==> src/spcr_defs.svh <==
/*
 * Register indices, field positions, reset values and rate figures for the
 * sync power result and CCA rate control register bank.
 * Assumes it is included by bare name, once or more, from design files.
 */
`ifndef SPCR_DEFS_SVH
`define SPCR_DEFS_SVH

// Register indices; byte address is four times the index
`define SPCR_IDX_FINE       10'h158
`define SPCR_IDX_COARSE     10'h15a
`define SPCR_IDX_CCA        10'h15e
`define SPCR_IDX_STATUS     10'h15c
`define SPCR_IDX_W          10

// Reset values
`define SPCR_FINE_RST       10'h200
`define SPCR_COARSE_RST     8'h80
`define SPCR_CCA_RST        8'h00

// Widths of the two result fields
`define SPCR_FINE_W         10
`define SPCR_COARSE_W       8

// CCA rate control field positions
`define SPCR_OVR_BIT        0
`define SPCR_MIDX_BIT       1
`define SPCR_RATE_LSB       2
`define SPCR_RATE_MSB       5
`define SPCR_OPT_LSB        6
`define SPCR_OPT_MSB        7

// Status register field positions
`define SPCR_ST_LEGAL_BIT   8
`define SPCR_ST_SEL_LSB     16
`define SPCR_ST_LAST_LSB    24

// FSK rates in units of 100 bps
`define SPCR_RATE_50K       16'h01f4
`define SPCR_RATE_100K      16'h03e8
`define SPCR_RATE_150K      16'h05dc
`define SPCR_RATE_200K      16'h07d0
`define SPCR_RATE_10K       16'h0064
`define SPCR_RATE_20K       16'h00c8
`define SPCR_RATE_9K6       16'h0060
`define SPCR_RATE_19K2      16'h00c0
`define SPCR_RATE_38K4      16'h0180
`define SPCR_RATE_115K2     16'h0480

// AHB encodings used by the slave
`define SPCR_HSIZE_WORD     3'b010
`define SPCR_HRESP_OKAY     1'b0

`endif

==> src/spcr_pkg.sv <==
/*
 * Types shared by the sync power and CCA rate register bank.
 * Assumes nothing of its surroundings; used only by scoped reference.
 */
package spcr_pkg;

    // OFDM option selected by the two-bit option code
    typedef enum logic [1:0] {
        spcr_opt_1,
        spcr_opt_2,
        spcr_opt_3,
        spcr_opt_4
    } spcr_ofdm_opt_t;

    // FSK modulation index: 0.5 or 1.0
    typedef enum logic {
        spcr_mi_half,
        spcr_mi_one
    } spcr_mod_idx_t;

    typedef logic [3:0] spcr_rate_code_t;

    // Bus front end phases
    typedef enum logic [1:0] {
        spcr_ph_idle,
        spcr_ph_write,
        spcr_ph_read
    } spcr_phase_t;

endpackage

==> src/spcr_rate_decode.sv <==
/*
 * Decodes a four-bit FSK rate code into a rate in units of 100 bps and
 * flags codes that software must never write.
 * Assumes the code comes from a register on the same clock.
 */
`timescale 1ns/1ps
`include "spcr_defs.svh"

module spcr_rate_decode
(
    input  wire spcr_pkg::spcr_rate_code_t code,
    output logic [15:0]                     rate_x100,
    output logic                            legal
);

    // Prohibited codes read as zero rate so nothing downstream is misled
    always_comb
    begin
        legal = 1'b1;
        unique case (code)
            4'h0:    rate_x100 = `SPCR_RATE_50K;
            4'h1:    rate_x100 = `SPCR_RATE_100K;
            4'h2:    rate_x100 = `SPCR_RATE_150K;
            4'h3:    rate_x100 = `SPCR_RATE_200K;
            4'h4:    rate_x100 = `SPCR_RATE_10K;
            4'h5:    rate_x100 = `SPCR_RATE_20K;
            4'h8:    rate_x100 = `SPCR_RATE_9K6;
            4'h9:    rate_x100 = `SPCR_RATE_19K2;
            4'ha:    rate_x100 = `SPCR_RATE_38K4;
            4'hb:    rate_x100 = `SPCR_RATE_115K2;
            default:
            begin
                rate_x100 = 16'h0000;
                legal     = 1'b0;
            end
        endcase
    end

endmodule

==> src/spcr_ahb_front.sv <==
/*
 * AHB-Lite slave front end: turns address phases into read strobes and
 * write strobes, always ready, always OKAY.
 * Assumes a single master, whole-word single transfers, one clock.
 */
`timescale 1ns/1ps
`include "spcr_defs.svh"

module spcr_ahb_front
(
    input  wire logic                      hclk,
    input  wire logic                      hresetn,
    input  wire logic                      hsel,
    input  wire logic [31:0]               haddr,
    input  wire logic [1:0]                htrans,
    input  wire logic                      hwrite,
    input  wire logic [2:0]                hsize,
    input  wire logic                      hready,
    output logic                           hreadyout,
    output logic                           hresp,
    output logic                           rd_en,
    output logic [`SPCR_IDX_W-1:0]         rd_idx,
    output logic                           wr_en,
    output logic [`SPCR_IDX_W-1:0]         wr_idx
);

    spcr_pkg::spcr_phase_t phase;
    logic                  accept;
    logic                  word_ok;

    // Only aligned whole words inside the low 4 KB window are decoded
    assign accept  = hsel & hready & htrans[1];
    assign word_ok = (hsize == `SPCR_HSIZE_WORD) && (haddr[1:0] == 2'b00)
                     && (haddr[31:12] == 20'h00000);
    assign rd_en   = accept & ~hwrite & word_ok;
    assign rd_idx  = haddr[11:2];
    assign wr_en   = (phase == spcr_pkg::spcr_ph_write);

    // Track the data phase; writes land one cycle after their address
    always_ff @(posedge hclk or negedge hresetn)
    begin
        if (!hresetn)
        begin
            phase  <= spcr_pkg::spcr_ph_idle;
            wr_idx <= '0;
        end
        else if (accept)
        begin
            phase  <= (hwrite && word_ok) ? spcr_pkg::spcr_ph_write
                                          : spcr_pkg::spcr_ph_read;
            wr_idx <= haddr[11:2];
        end
        else if (hready)
        begin
            phase  <= spcr_pkg::spcr_ph_idle;
        end
    end

    // Zero wait states, so the ready and response flops never move
    always_ff @(posedge hclk or negedge hresetn)
    begin
        if (!hresetn)
        begin
            hreadyout <= 1'b1;
            hresp     <= `SPCR_HRESP_OKAY;
        end
        else
        begin
            hreadyout <= 1'b1;
            hresp     <= `SPCR_HRESP_OKAY;
        end
    end

endmodule

==> src/spcr_regs.sv <==
/*
 * Sync power result and CCA rate control register bank. Stores the
 * synchronization-section power per receive save bank, serves both result
 * registers for the selected bank, feeds the receive level filter and
 * selects the data rate settings that clear channel assessment uses.
 * Assumes measurement, bank select and tx/rx rate inputs come from logic
 * on hclk, and an AHB-Lite master with whole-word single transfers.
 */
// Decided for this implementation: the AHB-Lite interface to the registers.
`timescale 1ns/1ps
`include "spcr_defs.svh"

module spcr_regs
#(
    parameter int NUM_BANKS = 2,
    parameter int BANK_W    = (NUM_BANKS > 1) ? $clog2(NUM_BANKS) : 1
)
(
    input  wire logic                       hclk,
    input  wire logic                       hresetn,
    input  wire logic                       hsel,
    input  wire logic [31:0]                haddr,
    input  wire logic [1:0]                 htrans,
    input  wire logic                       hwrite,
    input  wire logic [2:0]                 hsize,
    input  wire logic [31:0]                hwdata,
    input  wire logic                       hready,
    output logic                            hreadyout,
    output logic [31:0]                     hrdata,
    output logic                            hresp,
    input  wire logic                       meas_valid,
    input  wire logic [BANK_W-1:0]          meas_bank,
    input  wire logic [`SPCR_FINE_W-1:0]    meas_fine,
    input  wire logic [BANK_W-1:0]          bank_select,
    input  wire spcr_pkg::spcr_rate_code_t  txrx_fsk_rate_code,
    input  wire spcr_pkg::spcr_mod_idx_t    txrx_mod_index_sel,
    input  wire spcr_pkg::spcr_ofdm_opt_t   txrx_ofdm_option_code,
    output logic [`SPCR_FINE_W-1:0]         level_filter_power,
    output logic                            level_filter_valid,
    output spcr_pkg::spcr_rate_code_t       cca_eff_rate_code,
    output spcr_pkg::spcr_mod_idx_t         cca_eff_mod_index,
    output spcr_pkg::spcr_ofdm_opt_t        cca_eff_ofdm_option,
    output logic [15:0]                     cca_eff_rate_x100,
    output logic                            cca_eff_rate_legal
);

    // Bus strobes from the front end
    logic                        rd_en;
    logic [`SPCR_IDX_W-1:0]      rd_idx;
    logic                        wr_en;
    logic [`SPCR_IDX_W-1:0]      wr_idx;

    // Per-bank result store
    logic [`SPCR_FINE_W-1:0]     fine_mem   [NUM_BANKS];
    logic [`SPCR_COARSE_W-1:0]   coarse_mem [NUM_BANKS];
    logic [BANK_W-1:0]           last_bank;

    // CCA rate control register and its fields
    logic [7:0]                  cca_rate_control;
    logic                        cca_rate_override;
    logic                        cca_mod_index_sel;
    spcr_pkg::spcr_rate_code_t   cca_fsk_rate_code;
    spcr_pkg::spcr_ofdm_opt_t    cca_ofdm_option_code;

    // Effective CCA settings before the output flops
    spcr_pkg::spcr_rate_code_t   next_rate_code;
    spcr_pkg::spcr_mod_idx_t     next_mod_index;
    spcr_pkg::spcr_ofdm_opt_t    next_ofdm_option;
    logic [15:0]                 next_rate_x100;
    logic                        next_rate_legal;

    // Value the control register will hold after a write in this cycle
    logic [7:0]                  cca_view;
    logic [31:0]                 next_rdata;

    // Halve the half-dBm value, rounding toward minus infinity, then clamp
    // into the 8-bit range; floor keeps 33DH (-97.5) at 9EH (-98)
    function automatic logic [`SPCR_COARSE_W-1:0] fine_to_coarse
    (
        input logic [`SPCR_FINE_W-1:0] fine
    );
        logic signed [`SPCR_FINE_W-1:0] half;
        half = $signed(fine) >>> 1;
        if (half > 10'sd127)
        begin
            fine_to_coarse = 8'h7f;
        end
        else if (half < -10'sd128)
        begin
            fine_to_coarse = 8'h80;
        end
        else
        begin
            fine_to_coarse = half[`SPCR_COARSE_W-1:0];
        end
    endfunction

    // Word decode shared by the read path and the write path
    function automatic logic idx_hit
    (
        input logic [`SPCR_IDX_W-1:0] idx,
        input logic [`SPCR_IDX_W-1:0] reg_idx
    );
        idx_hit = (idx == reg_idx);
    endfunction

    spcr_ahb_front u_front
    (
        .hclk      (hclk),
        .hresetn   (hresetn),
        .hsel      (hsel),
        .haddr     (haddr),
        .htrans    (htrans),
        .hwrite    (hwrite),
        .hsize     (hsize),
        .hready    (hready),
        .hreadyout (hreadyout),
        .hresp     (hresp),
        .rd_en     (rd_en),
        .rd_idx    (rd_idx),
        .wr_en     (wr_en),
        .wr_idx    (wr_idx)
    );

    // Store each new measurement in its save bank; coarse copy is derived
    // here once so both registers always describe the same frame
    always_ff @(posedge hclk or negedge hresetn)
    begin
        if (!hresetn)
        begin
            for (int b = 0; b < NUM_BANKS; b++)
            begin
                fine_mem[b]   <= `SPCR_FINE_RST;
                coarse_mem[b] <= `SPCR_COARSE_RST;
            end
        end
        else if (meas_valid)
        begin
            fine_mem[meas_bank]   <= meas_fine;
            coarse_mem[meas_bank] <= fine_to_coarse(meas_fine);
        end
    end

    // Remember which bank was written last, shown in the status word
    always_ff @(posedge hclk or negedge hresetn)
    begin
        if (!hresetn)
        begin
            last_bank <= '0;
        end
        else if (meas_valid)
        begin
            last_bank <= meas_bank;
        end
    end

    // Level filter sees every fresh value, not the bank chosen for reads
    always_ff @(posedge hclk or negedge hresetn)
    begin
        if (!hresetn)
        begin
            level_filter_power <= `SPCR_FINE_RST;
            level_filter_valid <= 1'b0;
        end
        else
        begin
            level_filter_valid <= meas_valid;
            if (meas_valid)
            begin
                level_filter_power <= meas_fine;
            end
        end
    end

    // Software-owned control register; only whole-word writes reach it
    always_ff @(posedge hclk or negedge hresetn)
    begin
        if (!hresetn)
        begin
            cca_rate_control <= `SPCR_CCA_RST;
        end
        else if (wr_en && idx_hit(wr_idx, `SPCR_IDX_CCA))
        begin
            cca_rate_control <= hwdata[7:0];
        end
    end

    // Field split of the control register
    assign cca_rate_override    = cca_rate_control[`SPCR_OVR_BIT];
    assign cca_mod_index_sel    = cca_rate_control[`SPCR_MIDX_BIT];
    assign cca_fsk_rate_code    = cca_rate_control[`SPCR_RATE_MSB:`SPCR_RATE_LSB];
    assign cca_ofdm_option_code =
        spcr_pkg::spcr_ofdm_opt_t'(cca_rate_control[`SPCR_OPT_MSB:`SPCR_OPT_LSB]);

    // Pick the settings clear channel assessment runs with
    always_comb
    begin
        if (cca_rate_override)
        begin
            next_rate_code   = cca_fsk_rate_code;
            next_mod_index   = spcr_pkg::spcr_mod_idx_t'(cca_mod_index_sel);
            next_ofdm_option = cca_ofdm_option_code;
        end
        else
        begin
            next_rate_code   = txrx_fsk_rate_code;
            next_mod_index   = txrx_mod_index_sel;
            next_ofdm_option = txrx_ofdm_option_code;
        end
    end

    // Rate figure of the chosen code; prohibited codes raise no alarm,
    // they read as zero rate and drop the legal flag for the consumer to act on
    spcr_rate_decode u_rate
    (
        .code      (next_rate_code),
        .rate_x100 (next_rate_x100),
        .legal     (next_rate_legal)
    );

    // Outputs to the CCA engine are flopped; they trail a write by one cycle
    always_ff @(posedge hclk or negedge hresetn)
    begin
        if (!hresetn)
        begin
            cca_eff_rate_code   <= 4'h0;
            cca_eff_mod_index   <= spcr_pkg::spcr_mi_half;
            cca_eff_ofdm_option <= spcr_pkg::spcr_opt_1;
            cca_eff_rate_x100   <= `SPCR_RATE_50K;
            cca_eff_rate_legal  <= 1'b1;
        end
        else
        begin
            cca_eff_rate_code   <= next_rate_code;
            cca_eff_mod_index   <= next_mod_index;
            cca_eff_ofdm_option <= next_ofdm_option;
            cca_eff_rate_x100   <= next_rate_x100;
            cca_eff_rate_legal  <= next_rate_legal;
        end
    end

    // A read may sit in the data phase of a write to the same register;
    // forwarding the write data keeps read-after-write coherent
    assign cca_view = (wr_en && idx_hit(wr_idx, `SPCR_IDX_CCA)) ? hwdata[7:0]
                                                                : cca_rate_control;

    // Read mux; unmapped words read zero with an OKAY response
    always_comb
    begin
        next_rdata = 32'h0000_0000;
        if (idx_hit(rd_idx, `SPCR_IDX_FINE))
        begin
            next_rdata[`SPCR_FINE_W-1:0] = fine_mem[bank_select];
        end
        else if (idx_hit(rd_idx, `SPCR_IDX_COARSE))
        begin
            next_rdata[`SPCR_COARSE_W-1:0] = coarse_mem[bank_select];
        end
        else if (idx_hit(rd_idx, `SPCR_IDX_CCA))
        begin
            next_rdata[7:0] = cca_view;
        end
        else if (idx_hit(rd_idx, `SPCR_IDX_STATUS))
        begin
            next_rdata[`SPCR_OVR_BIT]                = cca_rate_override;
            next_rdata[`SPCR_MIDX_BIT]               = cca_eff_mod_index;
            next_rdata[`SPCR_RATE_MSB:`SPCR_RATE_LSB] = cca_eff_rate_code;
            next_rdata[`SPCR_OPT_MSB:`SPCR_OPT_LSB]   = cca_eff_ofdm_option;
            next_rdata[`SPCR_ST_LEGAL_BIT]           = cca_eff_rate_legal;
            next_rdata[`SPCR_ST_SEL_LSB +: BANK_W]   = bank_select;
            next_rdata[`SPCR_ST_LAST_LSB +: BANK_W]  = last_bank;
        end
    end

    // Read data is sampled at the address phase and stands in the data phase
    always_ff @(posedge hclk or negedge hresetn)
    begin
        if (!hresetn)
        begin
            hrdata <= 32'h0000_0000;
        end
        else if (rd_en)
        begin
            hrdata <= next_rdata;
        end
    end

endmodule

==> config.mk <==
export PLATFORM = sky130hd
export DESIGN_NAME = spcr_regs
export DESIGN_NICKNAME = d
export VERILOG_FILES = /design/src/spcr_pkg.sv /design/src/spcr_rate_decode.sv /design/src/spcr_ahb_front.sv /design/src/spcr_regs.sv
export VERILOG_INCLUDE_DIRS = /design/src
export SDC_FILE = /design/constraint.sdc
export NUM_CORES = 1
export LEC_CHECK = 0
export ABC_AREA = 1
export BUFFER_PORTS_ARGS = -buffer_cell sky130_fd_sc_hd__buf_2
export CAP_MARGIN = 10
export CELL_PAD_IN_SITES_DETAIL_PLACEMENT = 2
export CELL_PAD_IN_SITES_GLOBAL_PLACEMENT = 2
export CORE_MARGIN = 2
export CORE_UTILIZATION = 30
export CTS_BUF_LIST = sky130_fd_sc_hd__clkbuf_16
export DETAILED_ROUTE_END_ITERATION = 16
export HOLD_SLACK_MARGIN = 0.02
export PLACE_DENSITY_LB_ADDON = 0.12
export RECOVER_POWER = 25
export SYNTH_ARGS = -nofsm -noshare
export SYNTH_HDL_FRONTEND = slang
export SYNTH_SLANG_ARGS = --single-unit
==> constraint.sdc <==
create_clock -name hclk -period 2.3 [get_ports hclk]
set_input_delay 0.115 -clock hclk [delete_from_list [all_inputs] [get_ports hclk]]
set_output_delay 0.115 -clock hclk [all_outputs]
set_load 0.02 [all_outputs]
======== After elaboration in Yosys (flattened, before gate mapping) ========
Index checks and enable logic that the tools add are counted.
Widths: inputs -> output; s select.
storage, ports and cells
  register bits ........................... 104
  latch bits .............................. 0
  memory bits (writable) .................. 0
  memory bits (read-only) ................. 0
  logic and storage cells ................. 93
  memories ................................ 0
operators by class
  $add $sub $neg .......................... 0
  multiply operators ...................... 0
  divide/modulo/power cells ............... 0
  order comparisons ....................... 5
  equality and inequality tests ........... 16
  shift operators ......................... 0
  muxes and demuxes ....................... 39
  bitwise operators ....................... 7
  reductions and logical operators ........ 10
operators by type and width
  operator             number
  $pmux 11 s10         1
  $mux 8               10
  $eq 10x9->1 const B  5
  $mux 10              4
  $bwmux 20            1
  $logic_not 20->1     1
  $mux 9               2
  $bwmux 16            1
  $eq 4x4->1 const B   4
  $mux 1               13
  $demux 10 s1         1
  $reduce_or 10->1     1
  $gt 9x8->1 const B   1
  $lt 9x8->1 const B   1
  $demux 8 s1          1
  $eq 4x2->1 const B   2
  $eq 4x3->1 const B   2
  $mux 2               4
  $logic_and 1x1->1    5
  $and 1x1->1          4
  $eq 4x1->1 const B   1
  $ge 2x2->1 const B   2
  $logic_not 4->1      1
  $mux 4               1
  7 further kinds      8

======== Longest topological paths before layout ========
  depth in word-level cells ............... 6
  mapped depth ............................ 12
  depth with buffers taken out ............ 11

======== Hierarchy ========
A second synthesis with hierarchy kept.
unflattened totals
  cells, all modules ...................... 601
  area total of the unflattened synthesis .. 5,048.6 um^2
by module, submodules not included
  module            times used  cells an instance  area an instance (um^2)  seq. area each (um^2)
  spcr_regs         1           447                4,083.9                  2,317.2
  spcr_ahb_front    1           117                774.5                    300.3
  spcr_rate_decode  1           37                 190.2                    0.0

======== Least setup slack after synthesis ========
No wires, ideal clock.
  path type ............................... reg-to-reg
  start point ............................. register u_front.wr_idx[5]
  end point ............................... register hrdata[1]
  library setup time ...................... 116 ps
  arrival ................................. 1,157 ps
  required time ........................... 2,184 ps
  slack ................................... 1,027 ps
  cell stages (with the launch flop) ...... 10
  cells stage by stage .................... dfrtp_1 inv_1 nand2_1 nor2_1 nand3_1 buf_2 o211ai_1 nand2_1 nand2_1 nand2_1
on the way
  longest elaborated chain between the ends .. 6
RTL lines
  what                      line                  text
  start: declaration        spcr_ahb_front.sv:24  output logic [`SPCR_IDX_W-1:0] wr_idx
  start signal: assignment  spcr_ahb_front.sv:51  wr_idx <= haddr[11:2];
  $eq 10x9->1               spcr_regs.sv:104      idx_hit = (idx == reg_idx);
  $logic_and 1x1->1         spcr_regs.sv:244      assign cca_view = (wr_en && idx_hit(wr_idx, `SPCR_IDX_CCA)) ? hwdata[7:0]
  $mux 8                    n/a
  $mux 8                    spcr_regs.sv:259      else if (idx_hit(rd_idx, `SPCR_IDX_CCA))
  $mux 8                    spcr_regs.sv:255      else if (idx_hit(rd_idx, `SPCR_IDX_COARSE))
  $mux 9                    spcr_regs.sv:251      if (idx_hit(rd_idx, `SPCR_IDX_FINE))
  end signal: assignment    spcr_regs.sv:284      hrdata <= next_rdata;
  end: declaration          spcr_regs.sv:29       output logic [31:0] hrdata,
Every way passes these cells.
A chain may end at the register's enable or synchronous reset.

==> qor.csv <==
stage,metric,value,unit
critical_path,Critical Path RT,2510,ps
cells_and_area,FILL cells,1871,
timing,Slew Limit Headroom,29.5,%
global_route,first-pass GRT wire length,23600,um
place,GP Congestion,0.733,
critical_path,worst r2r dst,hrdata[2],
cts,CTS tree,yes,
route,initial drt markers,132,
floorplanning,DIE AREA,17000,um^2
power,cell area power density,697,nW/um^2
timing,fmax,617,MHz
logic_synthesis,Yosys reg bits,97,
critical_path,crit path capture,coarse_mem[8],
place,Port Buffers,108,
route,first drt pass iteration count,4,
timing,Max Clock Skew,8.40,ps
floorplanning,total core area,15800,um^2
global_route,vias in the first global route,4741,
critical_path,startpoint types,input port,
timing,final period utilization,70.5,%
cts,clk sink count,97,
global_route,largest net degree at the start of global routing,59,
cts,CTS root buf,clkbuf_16,
critical_path,worst r2r path cells,9,
timing,final setup fails,0,
cells_and_area,most frequent cells in the layout,"nand2_1, buf_2, dfrtp_1",
route,drc violations,0,
route,Final ANT Viol Nets,0,
critical_path,CP Class,in -> reg,
cts,Worst-path clk slew,70,ps
route,Post-Route WL,13900,um
place,dpl hpwl,10300,um
timing,Final Max Tran Viols,0,
cells_and_area,"most common cell after layout, fill and taps aside",nand2_1,
floorplanning,Initial Util,30.5,%
cells_and_area,final core utilization,37.7,%
outcome,run status,finished clean,
timing,unrepaired setup endpoints after global routing,no,
logic_synthesis,synthesized area,4800,um^2
critical_path,crit path from,meas_valid,
timing,minimum clock period,1620,ps
power,Pleak,3.11,nW
cts,worst-skew pair later-pin latency,350,ps
logic_synthesis,sequential-to-total area share from yosys stat,50.8,%
logic_synthesis,Yosys cell types,35,
power,maximum vdd ir drop,427,uV
route,DR WL/cell,14.6,um
global_route,total gr overflow,0,
cts,CTS H-Tree Depth,3,
critical_path,Worst Path Max Fanout,15,
cells_and_area,Post-Layout Inst Area,5940,um^2
cells_and_area,Antenna Cells,0,
timing,final hold vios,0,
cts,Post-CTS Setup Inserts,0,
global_route,GR Util All Layers,17.7,%
route,number of vias per cell,4.45,
logic_synthesis,Synth Area per Inst,7.97,um^2
critical_path,CP arrival,1830,ps
cts,Max Root-Sink Buffers,2,
floorplanning,# rows,46,
timing,TNS Setup,0,ps
floorplanning,io pins,163,
job,Max-Cap Viols,0,
place,Area after DPL,5440,um^2
timing,Hold WS,38.4,ps
cells_and_area,Area Growth Syn to Fin,23.6,%
critical_path,R2R Path Start,u_front.wr_idx[5],
global_route,initial antenna violation count,0,
min_path,Hold Crit Class,in -> reg,
cells_and_area,layout cells sized above 1,19.9,%
critical_path,Setup crit end kind,flip-flop,
route,via count,4220,
timing,Worst Tran Pin Value,1060,ps
cts,Inserted Clock Buffers,9,
logic_synthesis,"Warnings, synthesis",0,
floorplanning,die span in y,131,um
floorplanning,die width,131,um
logic_synthesis,Gate Count Post-Synth,603,
critical_path,"reg-to-reg slack, setup",730,ps
cells_and_area,fin nets,821,
[synthesized netlist by cell type]
| master | count | share of area, % |
|---|---|---|
| clkinv_1 | 1 | 0.078 |
| or2_1 | 1 | 0.13 |
| o21a_1 | 6 | 0.94 |
| nand4_1 | 8 | 1.0 |
| inv_2 | 1 | 0.078 |
| clkbuf_1 | 8 | 0.63 |
| dfstp_2 | 12 | 6.6 |
| nor2_2 | 8 | 1.0 |
| conb_1 | 2 | 0.16 |
| nand2_2 | 2 | 0.26 |
| clkbuf_8 | 1 | 0.29 |
| o21ai_0 | 61 | 6.4 |
| a21oi_1 | 3 | 0.31 |
| buf_6 | 3 | 0.70 |
| nand3b_1 | 1 | 0.16 |
| nor3_2 | 1 | 0.21 |
| o211ai_1 | 7 | 1.1 |
| nand3_1 | 13 | 1.4 |
| buf_2 | 6 | 0.63 |
| dfrtp_1 | 85 | 44 |
| buf_4 | 29 | 4.5 |
| o21ai_1 | 4 | 0.42 |
| nor3_1 | 3 | 0.31 |
| nor3b_1 | 1 | 0.16 |
| a211oi_1 | 2 | 0.31 |
| inv_1 | 65 | 5.1 |
| nor4_1 | 1 | 0.13 |
| nor2_4 | 2 | 0.47 |
| nand3_2 | 2 | 0.42 |
| mux2_2 | 6 | 1.4 |
| nor3b_2 | 1 | 0.26 |
| and2_1 | 2 | 0.26 |
| nand2_1 | 207 | 16 |
| nor2_1 | 47 | 3.7 |
| a31oi_1 | 1 | 0.13 |
[cell type report]
type                       instances  area (um^2)  area share (%)
sequential                        97         2440            41.1
multi-input combinational        419         1890            31.8
timing repair buffer             133          768            12.9
tap                              216          270            4.55
inverter                          67          251            4.24
clock buffer                       9          225            3.79
clock inverter                     7         93.8            1.58
[stage by stage]
| step | std cells | setup WS (ps) | total power (W) |
|---|---|---|---|
| after CTS | 948 | 627 | 0.00421 |
| after floorplan | 630 | 1030 | 0.00230 |
| after global placement | 912 | 716 | 0.00249 |
| after detailed placement | 912 | 716 | 0.00252 |
| final | 948 | 679 | 0.00414 |
| after global routing | 948 | 501 | 0.00437 |
[registers in the layout (all words and copies together) (netlist names), 2 cells and up]
name	cells
fine_mem	20
coarse_mem	16
hrdata	12
level_filter_power	10
u_front.wr_idx	10
cca_eff_rate_x100	9
cca_rate_control	8
cca_eff_rate_code	4
cca_eff_ofdm_option	2
u_front.phase	2
[timing repair]
action,4_1_cts,5_1_grt
gates resized for setup,0,0
hold endpoints to repair,52,0
hold buffers,20,0
[routing by layer]
metal  track usage, %  wire, um  vias to the layer above
met5                0         0                        -
met4             4.69       114                        0
met3             3.50       467                        8
met2             31.9      7000                       79
met1             21.7      6300                     2066
li1                 -         -                     2067
[critical path: stages]
cell	delay, ps
dlygate4sd3_1	530
buf_2	200
inv_1	330
nor2_1	100
inv_1	380
o21ai_0	170
[where the power goes]
part | switching, W | internal [W] | total [W] | leakage (nW)
sequential | 0.0000705 | 0.00187 | 0.00194 | 1.21
combinational | 0.000372 | 0.000193 | 0.000564 | 1.75
clock | 0.000682 | 0.000953 | 0.00164 | 0.152
total | 0.00112 | 0.00301 | 0.00414 | 3.11
[logic make-up (layout without fill, tap and decap cells)]
logic type,Yosys count,in the layout,synth area share [%]
simple gates,300,300,26.0
buf+inv,114,216,12.0
flops,97,97,50.8
compound gates,84,84,9.56
mux,6,6,1.41
other cells,2,29,0.156
[worst min-delay path by stage]
stage                            start               endpoint  cells past startpoint
after global routing      meas_fine[2]  level_filter_power[2]                      3
after global placement         hresetn      u_front.wr_idx[8]                      1
after floorplan                hresetn      cca_eff_mod_index                      0
final                     meas_fine[9]  level_filter_power[9]                      3
after CTS                 meas_fine[9]  level_filter_power[9]                      3
after detailed placement       hresetn      u_front.wr_idx[8]                      1
No activity file was read; power rests on OpenSTA's default activity.
